`config.mk`:
```
export PLATFORM = sky130hd
export DESIGN_NAME = adcpt_top
export DESIGN_NICKNAME = d
export VERILOG_FILES = /design/src/verilog/adcpt_pkg.sv /design/src/verilog/adcpt_top.sv
export SDC_FILE = /design/constraint.sdc
export NUM_CORES = 1
export LEC_CHECK = 0
export BUFFER_PORTS_ARGS = -buffer_cell sky130_fd_sc_hd__buf_2
export CAP_MARGIN = 5
export CORE_MARGIN = 10
export CORE_UTILIZATION = 49
export CTS_CLUSTER_SIZE = 20
export DETAILED_ROUTE_END_ITERATION = 10
export PLACE_DENSITY = 0.76
export SYNTH_ARGS = -nofsm -noshare
export SYNTH_HDL_FRONTEND = slang
export SYNTH_SLANG_ARGS = --single-unit
```
`constraint.sdc`:
```
create_clock -name sys_clk -period 2.83 [get_ports sys_clk]
set_input_delay 0.1415 -clock sys_clk [delete_from_list [all_inputs] [get_ports sys_clk]]
set_output_delay 0.1415 -clock sys_clk [all_outputs]
set_load 0.005 [all_outputs]
```
`src/verilog/adcpt_pkg.sv`:
```
// shared constants and carrier types for the converter control block
package adcpt_pkg;
	// register indices on the plain port
	localparam logic [3:0] ADDR_STATUS_CTRL = 4'h0;
	localparam logic [3:0] ADDR_CONFIG      = 4'h1;
	localparam logic [3:0] ADDR_RESULT_HIGH = 4'h2;
	localparam logic [3:0] ADDR_RESULT_LOW  = 4'h3;
	localparam logic [3:0] ADDR_COMPARE_HI  = 4'h4;
	localparam logic [3:0] ADDR_COMPARE_LO  = 4'h5;
	localparam logic [3:0] ADDR_PIN_LOWER   = 4'h6;
	localparam logic [3:0] ADDR_PIN_MIDDLE  = 4'h7;
	localparam logic [3:0] ADDR_PIN_UPPER   = 4'h8;
	localparam logic [3:0] ADDR_STATUS2     = 4'h9;
	// status/control fields
	localparam int SC_DONE_BIT    = 7;
	localparam int SC_IRQEN_BIT   = 6;
	localparam int SC_CONT_BIT    = 5;
	localparam int SC_CH_MSB      = 4;
	localparam int SC2_TRG_BIT    = 7;
	localparam int SC2_CMPEN_BIT  = 6;
	localparam int SC2_GT_BIT     = 5;
	localparam int SC2_ACTIVE_BIT = 4;
	// config fields
	localparam int CFG_DIV_LSB  = 5;
	localparam int CFG_MODE_LSB = 2;
	localparam int CFG_CLK_LSB  = 0;
	localparam logic [4:0] CH_OFF     = 5'h1f;
	localparam logic [7:0] CFG_RESET  = 8'h00;
	localparam logic [7:0] SC_RESET   = 8'h1f;
	localparam logic [7:0] PIN_RESET  = 8'h00;
	localparam logic [1:0] MODE_8BIT  = 2'h0;
	localparam logic [1:0] MODE_10BIT = 2'h2;
	localparam logic [1:0] CLK_BUS    = 2'h0;
	localparam logic [1:0] CLK_BUS2   = 2'h1;
	localparam logic [1:0] CLK_ALT    = 2'h2;
	localparam logic [1:0] CLK_ASYNC  = 2'h3;
	// converter clock cycles per conversion (successive approx steps + overhead)
	localparam logic [4:0] CONV_CYC_8  = 5'h14;
	localparam logic [4:0] CONV_CYC_10 = 5'h17;

	typedef enum logic [1:0] {
		ADCPT_OFF  = 2'b00,
		ADCPT_IDLE = 2'b01,
		ADCPT_CONV = 2'b11
	} adcpt_state_t;

	typedef struct packed {
		logic [3:0] addr;
		logic [7:0] wdata;
		logic       wr;
		logic       rd;
	} adcpt_bus_t;
endpackage

```
`src/verilog/adcpt_top.sv`:
```
// converter control: registers, clock select/divide, trigger, result, pin control
`timescale 1ns/1ps
module adcpt_top #(
	parameter int CH_COUNT = 24
) (
	// clock and reset
	input  wire logic                    sys_clk,
	input  wire logic                    rst_n,
	// register port
	input  wire adcpt_pkg::adcpt_bus_t   bus,
	output logic [7:0]                   rd_data,
	// external clocks and trigger
	input  wire logic                    alternate_clock,
	input  wire logic                    internal_async_clock,
	input  wire logic                    hw_trigger_input,
	input  wire logic                    low_power_stop,
	// analog front end
	input  wire logic [10:0]             raw_sample,
	output logic                         converter_active,
	output logic [4:0]                   sample_channel,
	// port logic of shared pins
	input  wire logic [CH_COUNT-1:0]     port_pin_in,
	output logic [CH_COUNT-1:0]          port_pin_read,
	output logic [CH_COUNT-1:0]          pin_out_force_off,
	output logic [CH_COUNT-1:0]          pin_pullup_force_off,
	// completion
	output logic                         done_irq
);
	// software-visible state
	logic [7:0]  status_ctrl, next_status_ctrl;
	logic [7:0]  status_ctrl2, next_status_ctrl2;
	logic [7:0]  config_reg, next_config_reg;
	logic [7:0]  pin_control_lower, next_pin_control_lower;
	logic [7:0]  pin_control_middle, next_pin_control_middle;
	logic [7:0]  pin_control_upper, next_pin_control_upper;
	logic [9:0]  compare_value, next_compare_value;
	logic [9:0]  result, next_result;
	logic [7:0]  next_rd_data;
	// conversion state
	adcpt_pkg::adcpt_state_t state, next_state;
	logic [4:0]  conv_count, next_conv_count;
	logic [2:0]  div_count, next_div_count;
	logic        bus_half, next_bus_half;
	logic        alt_q, async_q, next_alt_q, next_async_q;
	logic        trig_q, next_trig_q;
	logic        trig_armed, next_trig_armed;
	logic [CH_COUNT-1:0] next_port_pin_read, next_out_off, next_pull_off;
	logic        next_active;
	logic        next_irq;

	wire logic [4:0] channel_select = status_ctrl[adcpt_pkg::SC_CH_MSB:0];
	wire logic [1:0] input_clock_select  = config_reg[adcpt_pkg::CFG_CLK_LSB +: 2];
	wire logic [1:0] clock_divide_select = config_reg[adcpt_pkg::CFG_DIV_LSB +: 2];
	wire logic [1:0] conv_mode           = config_reg[adcpt_pkg::CFG_MODE_LSB +: 2];
	wire logic       conversion_done_flag = status_ctrl[adcpt_pkg::SC_DONE_BIT];
	wire logic       done_irq_enable      = status_ctrl[adcpt_pkg::SC_IRQEN_BIT];
	wire logic       continuous_mode      = status_ctrl[adcpt_pkg::SC_CONT_BIT];
	wire logic       hw_trigger_select    = status_ctrl2[adcpt_pkg::SC2_TRG_BIT];
	wire logic       compare_enable       = status_ctrl2[adcpt_pkg::SC2_CMPEN_BIT];
	wire logic       compare_greater      = status_ctrl2[adcpt_pkg::SC2_GT_BIT];

	// divide ratio terminal count from the encoded field
	function automatic logic [2:0] div_last(input logic [1:0] sel);
		case (sel)
			2'h0:    div_last = 3'h0;
			2'h1:    div_last = 3'h1;
			2'h2:    div_last = 3'h3;
			default: div_last = 3'h7;
		endcase
	endfunction

	// round raw result: drop lsb, add it back, saturate at full scale
	function automatic logic [9:0] round_raw(input logic [10:0] raw, input logic ten);
		logic [10:0] sum;
		logic [9:0]  res;
		sum = 11'h000;
		res = 10'h000;
		if (ten) begin
			sum = {1'b0, raw[10:1]} + {10'h000, raw[0]};
			res = sum[10] ? 10'h3ff : sum[9:0];
		end else begin
			sum = {3'h0, raw[8:1]} + {10'h000, raw[0]};
			res = sum[8] ? 10'h0ff : {2'h0, sum[7:0]};
		end
		round_raw = res;
	endfunction

	// source select and divider producing one-cycle converter clock ticks
	logic src_tick;
	logic adc_tick;
	always_comb begin
		next_bus_half = ~bus_half;
		next_alt_q    = alternate_clock;
		next_async_q  = internal_async_clock;
		case (input_clock_select)
			adcpt_pkg::CLK_BUS:  src_tick = 1'b1;
			adcpt_pkg::CLK_BUS2: src_tick = bus_half;
			adcpt_pkg::CLK_ALT:  src_tick = alternate_clock & ~alt_q;
			default:             src_tick = internal_async_clock & ~async_q;
		endcase
		// stop halts every source except the internal async clock
		if (low_power_stop && input_clock_select != adcpt_pkg::CLK_ASYNC)
			src_tick = 1'b0;
		next_div_count = div_count;
		adc_tick = 1'b0;
		if (state != adcpt_pkg::ADCPT_CONV) begin
			next_div_count = 3'h0;
		end else if (src_tick) begin
			if (div_count >= div_last(clock_divide_select)) begin
				next_div_count = 3'h0;
				adc_tick = 1'b1;
			end else begin
				next_div_count = div_count + 3'h1;
			end
		end
	end

	// registers, conversion sequencing, result and pins
	logic        sw_start;
	logic        hw_edge;
	logic        finish;
	logic        cmp_true;
	logic [9:0]  rounded;
	logic [10:0] diff;
	always_comb begin
		next_status_ctrl        = status_ctrl;
		next_status_ctrl2       = status_ctrl2;
		next_config_reg         = config_reg;
		next_pin_control_lower  = pin_control_lower;
		next_pin_control_middle = pin_control_middle;
		next_pin_control_upper  = pin_control_upper;
		next_compare_value      = compare_value;
		next_result             = result;
		next_rd_data            = 8'h00;
		next_state              = state;
		next_conv_count         = conv_count;
		next_trig_q             = hw_trigger_input;
		next_trig_armed         = trig_armed;
		sw_start                = 1'b0;
		finish                  = 1'b0;
		rounded = round_raw(raw_sample, conv_mode == adcpt_pkg::MODE_10BIT);
		diff     = {1'b0, rounded} - {1'b0, compare_value};
		cmp_true = compare_greater ? ~diff[10] : diff[10];
		hw_edge  = hw_trigger_input & ~trig_q;
		if (bus.rd) begin
			case (bus.addr)
				adcpt_pkg::ADDR_STATUS_CTRL: next_rd_data = status_ctrl;
				adcpt_pkg::ADDR_STATUS2:
					next_rd_data = {status_ctrl2[7:5],
						state == adcpt_pkg::ADCPT_CONV, status_ctrl2[3:0]};
				adcpt_pkg::ADDR_CONFIG:      next_rd_data = config_reg;
				adcpt_pkg::ADDR_RESULT_HIGH: next_rd_data = {6'h00, result[9:8]};
				adcpt_pkg::ADDR_RESULT_LOW:  next_rd_data = result[7:0];
				adcpt_pkg::ADDR_COMPARE_HI:  next_rd_data = {6'h00, compare_value[9:8]};
				adcpt_pkg::ADDR_COMPARE_LO:  next_rd_data = compare_value[7:0];
				adcpt_pkg::ADDR_PIN_LOWER:   next_rd_data = pin_control_lower;
				adcpt_pkg::ADDR_PIN_MIDDLE:  next_rd_data = pin_control_middle;
				adcpt_pkg::ADDR_PIN_UPPER:   next_rd_data = pin_control_upper;
				default:                     next_rd_data = 8'h00;
			endcase
		end
		// completion on the last converter clock tick
		if (state == adcpt_pkg::ADCPT_CONV && adc_tick) begin
			if (conv_count == 5'h01) begin
				finish = 1'b1;
				if (!compare_enable || cmp_true) begin
					next_result = compare_enable ? diff[9:0] : rounded;
					next_status_ctrl[adcpt_pkg::SC_DONE_BIT] = 1'b1;
				end
			end
			next_conv_count = conv_count - 5'h01;
		end
		if (finish) begin
			if (continuous_mode || (compare_enable && !cmp_true)) begin
				next_conv_count = (conv_mode == adcpt_pkg::MODE_10BIT) ?
					adcpt_pkg::CONV_CYC_10 : adcpt_pkg::CONV_CYC_8;
			end else begin
				next_state = adcpt_pkg::ADCPT_IDLE;
			end
		end
		// rising edge only honoured when idle and still armed
		if (hw_trigger_select && hw_edge && state == adcpt_pkg::ADCPT_IDLE
				&& trig_armed) begin
			sw_start = 1'b1;
			if (continuous_mode)
				next_trig_armed = 1'b0;
		end
		if (bus.wr) begin
			case (bus.addr)
				adcpt_pkg::ADDR_STATUS_CTRL: begin
					next_status_ctrl = {1'b0, bus.wdata[6:0]};
					next_state = adcpt_pkg::ADCPT_IDLE;
					next_trig_armed = 1'b1;
					sw_start = ~hw_trigger_select;
				end
				adcpt_pkg::ADDR_STATUS2: begin
					next_status_ctrl2 = {bus.wdata[7:5], 1'b0, bus.wdata[3:0]};
					next_state = adcpt_pkg::ADCPT_IDLE;
					next_trig_armed = 1'b1;
					sw_start = 1'b0;
				end
				adcpt_pkg::ADDR_CONFIG: begin
					next_config_reg = bus.wdata;
					next_state = adcpt_pkg::ADCPT_IDLE;
					sw_start = 1'b0;
				end
				adcpt_pkg::ADDR_COMPARE_HI: next_compare_value[9:8] = bus.wdata[1:0];
				adcpt_pkg::ADDR_COMPARE_LO: next_compare_value[7:0] = bus.wdata;
				adcpt_pkg::ADDR_PIN_LOWER:  next_pin_control_lower = bus.wdata;
				adcpt_pkg::ADDR_PIN_MIDDLE: next_pin_control_middle = bus.wdata;
				adcpt_pkg::ADDR_PIN_UPPER:  next_pin_control_upper = bus.wdata;
				default: ;
			endcase
		end else if (bus.rd && bus.addr == adcpt_pkg::ADDR_RESULT_LOW && !finish) begin
			next_status_ctrl[adcpt_pkg::SC_DONE_BIT] = 1'b0;
		end
		if (sw_start) begin
			next_state = adcpt_pkg::ADCPT_CONV;
			next_conv_count = (conv_mode == adcpt_pkg::MODE_10BIT) ?
				adcpt_pkg::CONV_CYC_10 : adcpt_pkg::CONV_CYC_8;
		end
		if (next_status_ctrl[adcpt_pkg::SC_CH_MSB:0] == adcpt_pkg::CH_OFF)
			next_state = adcpt_pkg::ADCPT_OFF;
		else if (next_state == adcpt_pkg::ADCPT_OFF)
			next_state = adcpt_pkg::ADCPT_IDLE;
		next_active = (next_state == adcpt_pkg::ADCPT_CONV);
		next_irq = next_status_ctrl[adcpt_pkg::SC_DONE_BIT] &
			next_status_ctrl[adcpt_pkg::SC_IRQEN_BIT];
		next_out_off  = {next_pin_control_upper, next_pin_control_middle,
			next_pin_control_lower};
		next_pull_off = next_out_off;
		next_port_pin_read = port_pin_in & ~{pin_control_upper, pin_control_middle,
			pin_control_lower};
	end

	always_ff @(posedge sys_clk or negedge rst_n) begin
		if (!rst_n) begin
			status_ctrl          <= adcpt_pkg::SC_RESET;
			status_ctrl2         <= 8'h00;
			config_reg           <= adcpt_pkg::CFG_RESET;
			pin_control_lower    <= adcpt_pkg::PIN_RESET;
			pin_control_middle   <= adcpt_pkg::PIN_RESET;
			pin_control_upper    <= adcpt_pkg::PIN_RESET;
			compare_value        <= 10'h000;
			result               <= 10'h000;
			rd_data              <= 8'h00;
			state                <= adcpt_pkg::ADCPT_OFF;
			conv_count           <= 5'h00;
			div_count            <= 3'h0;
			bus_half             <= 1'b0;
			alt_q                <= 1'b0;
			async_q              <= 1'b0;
			trig_q               <= 1'b0;
			trig_armed           <= 1'b1;
			converter_active     <= 1'b0;
			sample_channel       <= 5'h00;
			port_pin_read        <= '0;
			pin_out_force_off    <= '0;
			pin_pullup_force_off <= '0;
			done_irq             <= 1'b0;
		end else begin
			status_ctrl          <= next_status_ctrl;
			status_ctrl2         <= next_status_ctrl2;
			config_reg           <= next_config_reg;
			pin_control_lower    <= next_pin_control_lower;
			pin_control_middle   <= next_pin_control_middle;
			pin_control_upper    <= next_pin_control_upper;
			compare_value        <= next_compare_value;
			result               <= next_result;
			rd_data              <= next_rd_data;
			state                <= next_state;
			conv_count           <= next_conv_count;
			div_count            <= next_div_count;
			bus_half             <= next_bus_half;
			alt_q                <= next_alt_q;
			async_q              <= next_async_q;
			trig_q               <= next_trig_q;
			trig_armed           <= next_trig_armed;
			converter_active     <= next_active;
			sample_channel       <= next_status_ctrl[adcpt_pkg::SC_CH_MSB:0];
			port_pin_read        <= next_port_pin_read[CH_COUNT-1:0];
			pin_out_force_off    <= next_out_off[CH_COUNT-1:0];
			pin_pullup_force_off <= next_pull_off[CH_COUNT-1:0];
			done_irq             <= next_irq;
		end
	end
endmodule // adcpt_top

```
==> impl_metrics.env <==
export IMPL_run_status="finished, violations left"
export IMPL_failed_checks="setup timing"
export IMPL_netlist_top_cells_area="sky130_fd_sc_hd__dfrtp_1, sky130_fd_sc_hd__mux2_2, sky130_fd_sc_hd__ha_1, sky130_fd_sc_hd__nor2b_1, sky130_fd_sc_hd__nand2_1"
export IMPL_cts_buffers=17
export IMPL_slew_headroom_pct=40.47
export IMPL_max_flop_register="port_pin_read"
export IMPL_final_setup_skew_ps=9.322
export IMPL_final_setup_viol_count=16
export IMPL_dr_total_vias=5258
export IMPL_crit_chain="nand2b_4, o21ai_4, nand2_1, mux2_4, ha_4, a21o_1, a21o_1, a21o_1, o211a_1, nor3b_4, buf_6, mux2_4"
export IMPL_antenna_found_initial=0
export IMPL_dp_final_hpwl_um=13570
export IMPL_synthToLayoutAreaGrowth_pct=32.95
export IMPL_peakVddDrop_uv=498.3
export IMPL_holdCritPathClass="input port to register"
export IMPL_worstSetupStartpoint="config_reg[2]"
export IMPL_syn_area_per_cell_um2=10.88
export IMPL_path_common_cell="sky130_fd_sc_hd__a21o_1"
export IMPL_coreArea_um2=12670
export IMPL_setup_slack_ps=-143.4
export IMPL_max_stage_delay_ps=370
export IMPL_reg_largest_list="port_pin_read (24), compare_value (10), result (10)"
export IMPL_filler_cell_count=963
export IMPL_multi_input_combinational_cell_area_um2=3147
export IMPL_rr_startpoint="config_reg[2]"
export IMPL_die_w_um=134.0
export IMPL_cts_sinks=121
export IMPL_final_worst_path_period_share_pct=105.1
export IMPL_synthFlopType="sky130_fd_sc_hd__dfrtp_1"
export IMPL_sum_of_buffers_and_inverters_on_the_critical_path=1
export IMPL_detail_route_antenna_nets=0
export IMPL_post_drt_via_cell_ratio=5.454
export IMPL_post_layout_total_power_mw=6.380
export IMPL_crit_path_time_final_ps=2973
export IMPL_diodes=0
export IMPL_timing_critical_path_max_delay_family="compound AO/OA/AOI/OAI gates"
export IMPL_grt_first_pass_wirelength_um=29280
export IMPL_synth_top_family_by_area="simple AND/OR/NAND/NOR gates"
export IMPL_slew_violations=0
export IMPL_hold_viol=0
export IMPL_synth_edf_count=0
export IMPL_floorplan_initialDensity_pct=50.23
export IMPL_worst_slew_pin_slew_ps=881.5
export IMPL_synth_seq_cells=121
export IMPL_design_portCount=142
export IMPL_grt_total_usage_pct=20.48
export IMPL_place_inst=897
export IMPL_post_route_drc_count=0
export IMPL_crit_path_top_delay_cell="sky130_fd_sc_hd__dfrtp_1"
export IMPL_gp_congestion=0.8706
export IMPL_critPathLaunchType="register"
export IMPL_post_synth_num_cell_types=66
export IMPL_layout_cells_most_common_list="sky130_fd_sc_hd__buf_2, sky130_fd_sc_hd__dfrtp_1, sky130_fd_sc_hd__mux2_2"
export IMPL_area_taken_by_flip_flops_and_latches_um2=3035
export IMPL_placedInstanceArea_um2=7456
export IMPL_path_max_fanout=6
export IMPL_layout_drive_gt1_share_pct=41.54
export IMPL_drv_cap=0
export IMPL_largest_register_ff_count=24
export IMPL_synth_nets=659
export IMPL_grt_remaining_overflow=0
export IMPL_worst_ep_arrival_time_ps=3270
export IMPL_syn_cell_area_um2=6365
export IMPL_synth_async_sr_flop_share_pct=100.0
export IMPL_syn_instance_count=585
export IMPL_grt_start_max_net_pins=81
export IMPL_wire_per_inst_um=19.15
export IMPL_port_buffer_count=141
export IMPL_timing_fmax_ghz=0.3363
export IMPL_vias_in_the_first_global_route=5542
export IMPL_finish_cell_count_without_fillers=964
export IMPL_hold_ws_ps=57.46
export IMPL_worstSkewPairLatency_ps=410
export IMPL_synthesized_area_fraction_occupied_by_ao_oa_aoi_and_oai_cells_pct=9.927
export IMPL_yosys_area_top_type_share_pct=45.21
export IMPL_synthXorXnorAreaFrac_pct=1.789
export IMPL_detail_route_wirelength_um=18460
export IMPL_drt_iter0_drc=443
export IMPL_path_clk_slew_ps=50
export IMPL_finalInstanceArea_um2=8462
export IMPL_clockBufferDepth=2
export IMPL_rows=41
export IMPL_ctsRootBufferMaster="sky130_fd_sc_hd__clkbuf_16"
export IMPL_sequential_area_share_after_synthesis_pct=47.69
export IMPL_yosysWarnings=0
export IMPL_p_per_area_nw_per_um2=754.0
export IMPL_post_place_ws_ps=-290.3
export IMPL_unrepaired_setup_endpoints_after_global_routing="yes"
export IMPL_cts_htree_levels=4
export IMPL_synth_top_area_cell="sky130_fd_sc_hd__dfrtp_1"
export IMPL_die_area_um2=17950
export IMPL_layout_cells_most_common="sky130_fd_sc_hd__buf_2"
export IMPL_fraction_of_synthesized_area_in_multiplexers_pct=14.90
export IMPL_timing_setup_critical_path_class="register to register"
export IMPL_cp_required_ps=3120
export IMPL_power_static_leakage_nw=4.039
export IMPL_critical_path_endpoint_type="register"
export IMPL_holdCritStartpoint="bus[9]"
export IMPL_post_synth_and_or_nand_nor_area_fraction_pct=16.20
export IMPL_dr_pass1_iters=5
export IMPL_die_height_um=134.0
export IMPL_synthAdderAreaFrac_pct=3.853
export IMPL_tritoncts="yes"
export IMPL_fin_nets=853
## where the power goes
part | internal [mW] | switching [mW] | total (mW)
combinational | 0.933 | 0.886 | 1.82
clock | 1.42 | 0.733 | 2.16
sequential | 2.10 | 0.307 | 2.40
total | 4.45 | 1.93 | 6.38
## worst paths after layout
| check | endpoint | slack, ps | depth (start not counted) |
|---|---|---|---|
| worst max-delay path | result[1] | -140 | 12 |
| worst min-delay path | compare_value[7] | 60 | 3 |
| worst max register to register | result[1] | -140 | 12 |
| worst min register to register | bus_half | 430 | 1 |
| max in group asynchronous | trig_armed | 1740 | 3 |
| min in group asynchronous | pin_control_upper[3] | 260 | 2 |
## logic make-up (layout without fill, tap and decap cells)
| group | after synthesis | in the layout |
|---|---|---|
| flip-flops | 121 | 121 |
| XOR/XNOR | 13 | 13 |
| adder cells (fa/ha/maj) | 19 | 19 |
| AO/OA/AOI/OAI | 91 | 91 |
| AND/OR/NAND/NOR | 192 | 192 |
| multiplexers | 83 | 83 |
| buffers and inverters | 66 | 273 |
## metrics by stage
stage | utilization [%] | setup TNS (ps)
after CTS | 66.90 | -2063
after detailed placement | 58.84 | -4692
after global routing | 66.78 | -4228
final | 66.78 | -1528
after floorplan | - | -494.8
after global placement | 58.84 | -3403
## cells in the mapped netlist, drive strengths merged (3+ instances only)
cell type and instances:
xor2 5, mux2i 16, a31oi 5, nand3b 4, xnor2 8, a22oi 5
buf 35, dfrtp 115, o2111a 3, dfstp 6, nand4 8, and2 4
or2 4, a21oi 19, nand2 52, ha 18, mux2 64, mux4 3
a21o 7, inv 22, nand2b 11, nor2 26, o21ai 25, nor3 8
nor3b 4, nand3 19, clkbuf 9, o211ai 3, or3b 3, nor2b 34
## layout make-up
class | instances | share of cell area (%)
multi-input cells | 398 | 37.19
flip-flops and latches | 121 | 35.87
repair buffers | 219 | 16.43
clock buffers | 23 | 5.530
well taps | 172 | 2.543
clock inverters | 9 | 1.464
inverters | 22 | 0.9759
## layer usage
metal / GRT usage [%] / part of all wire (%) / routed length, um / vias to the layer above
li1: - / - / - / 2456
met1: 23.83 / 41 / 7628 / 2582
met2: 34.86 / 50 / 9167 / 179
met3: 5.452 / 5.9 / 1095 / 41
met4: 8.706 / 3.1 / 569 / 0
met5: 0 / 0 / 0 / -
## worst reg2reg max path: stages (launching register included)
cell and delay, ps:
sky130_fd_sc_hd__dfrtp_1 370, sky130_fd_sc_hd__nand2b_4 170, sky130_fd_sc_hd__o21ai_4 160, sky130_fd_sc_hd__nand2_1 70
sky130_fd_sc_hd__mux2_4 290, sky130_fd_sc_hd__ha_4 220, sky130_fd_sc_hd__a21o_1 170, sky130_fd_sc_hd__a21o_1 210
sky130_fd_sc_hd__a21o_1 200, sky130_fd_sc_hd__o211a_1 270, sky130_fd_sc_hd__nor3b_4 250, sky130_fd_sc_hd__buf_6 180
sky130_fd_sc_hd__mux2_4 300
## timing repair
item	CTS	global route
setup endpoints to repair	20	20
buffers inserted	6	1
gates resized for setup	14	10
endpoints found under the hold margin	64	0
cloned	1	0
pin swaps	15	14
hold buffers	29	0
Note: power is estimated with default switching activity, not from simulation.
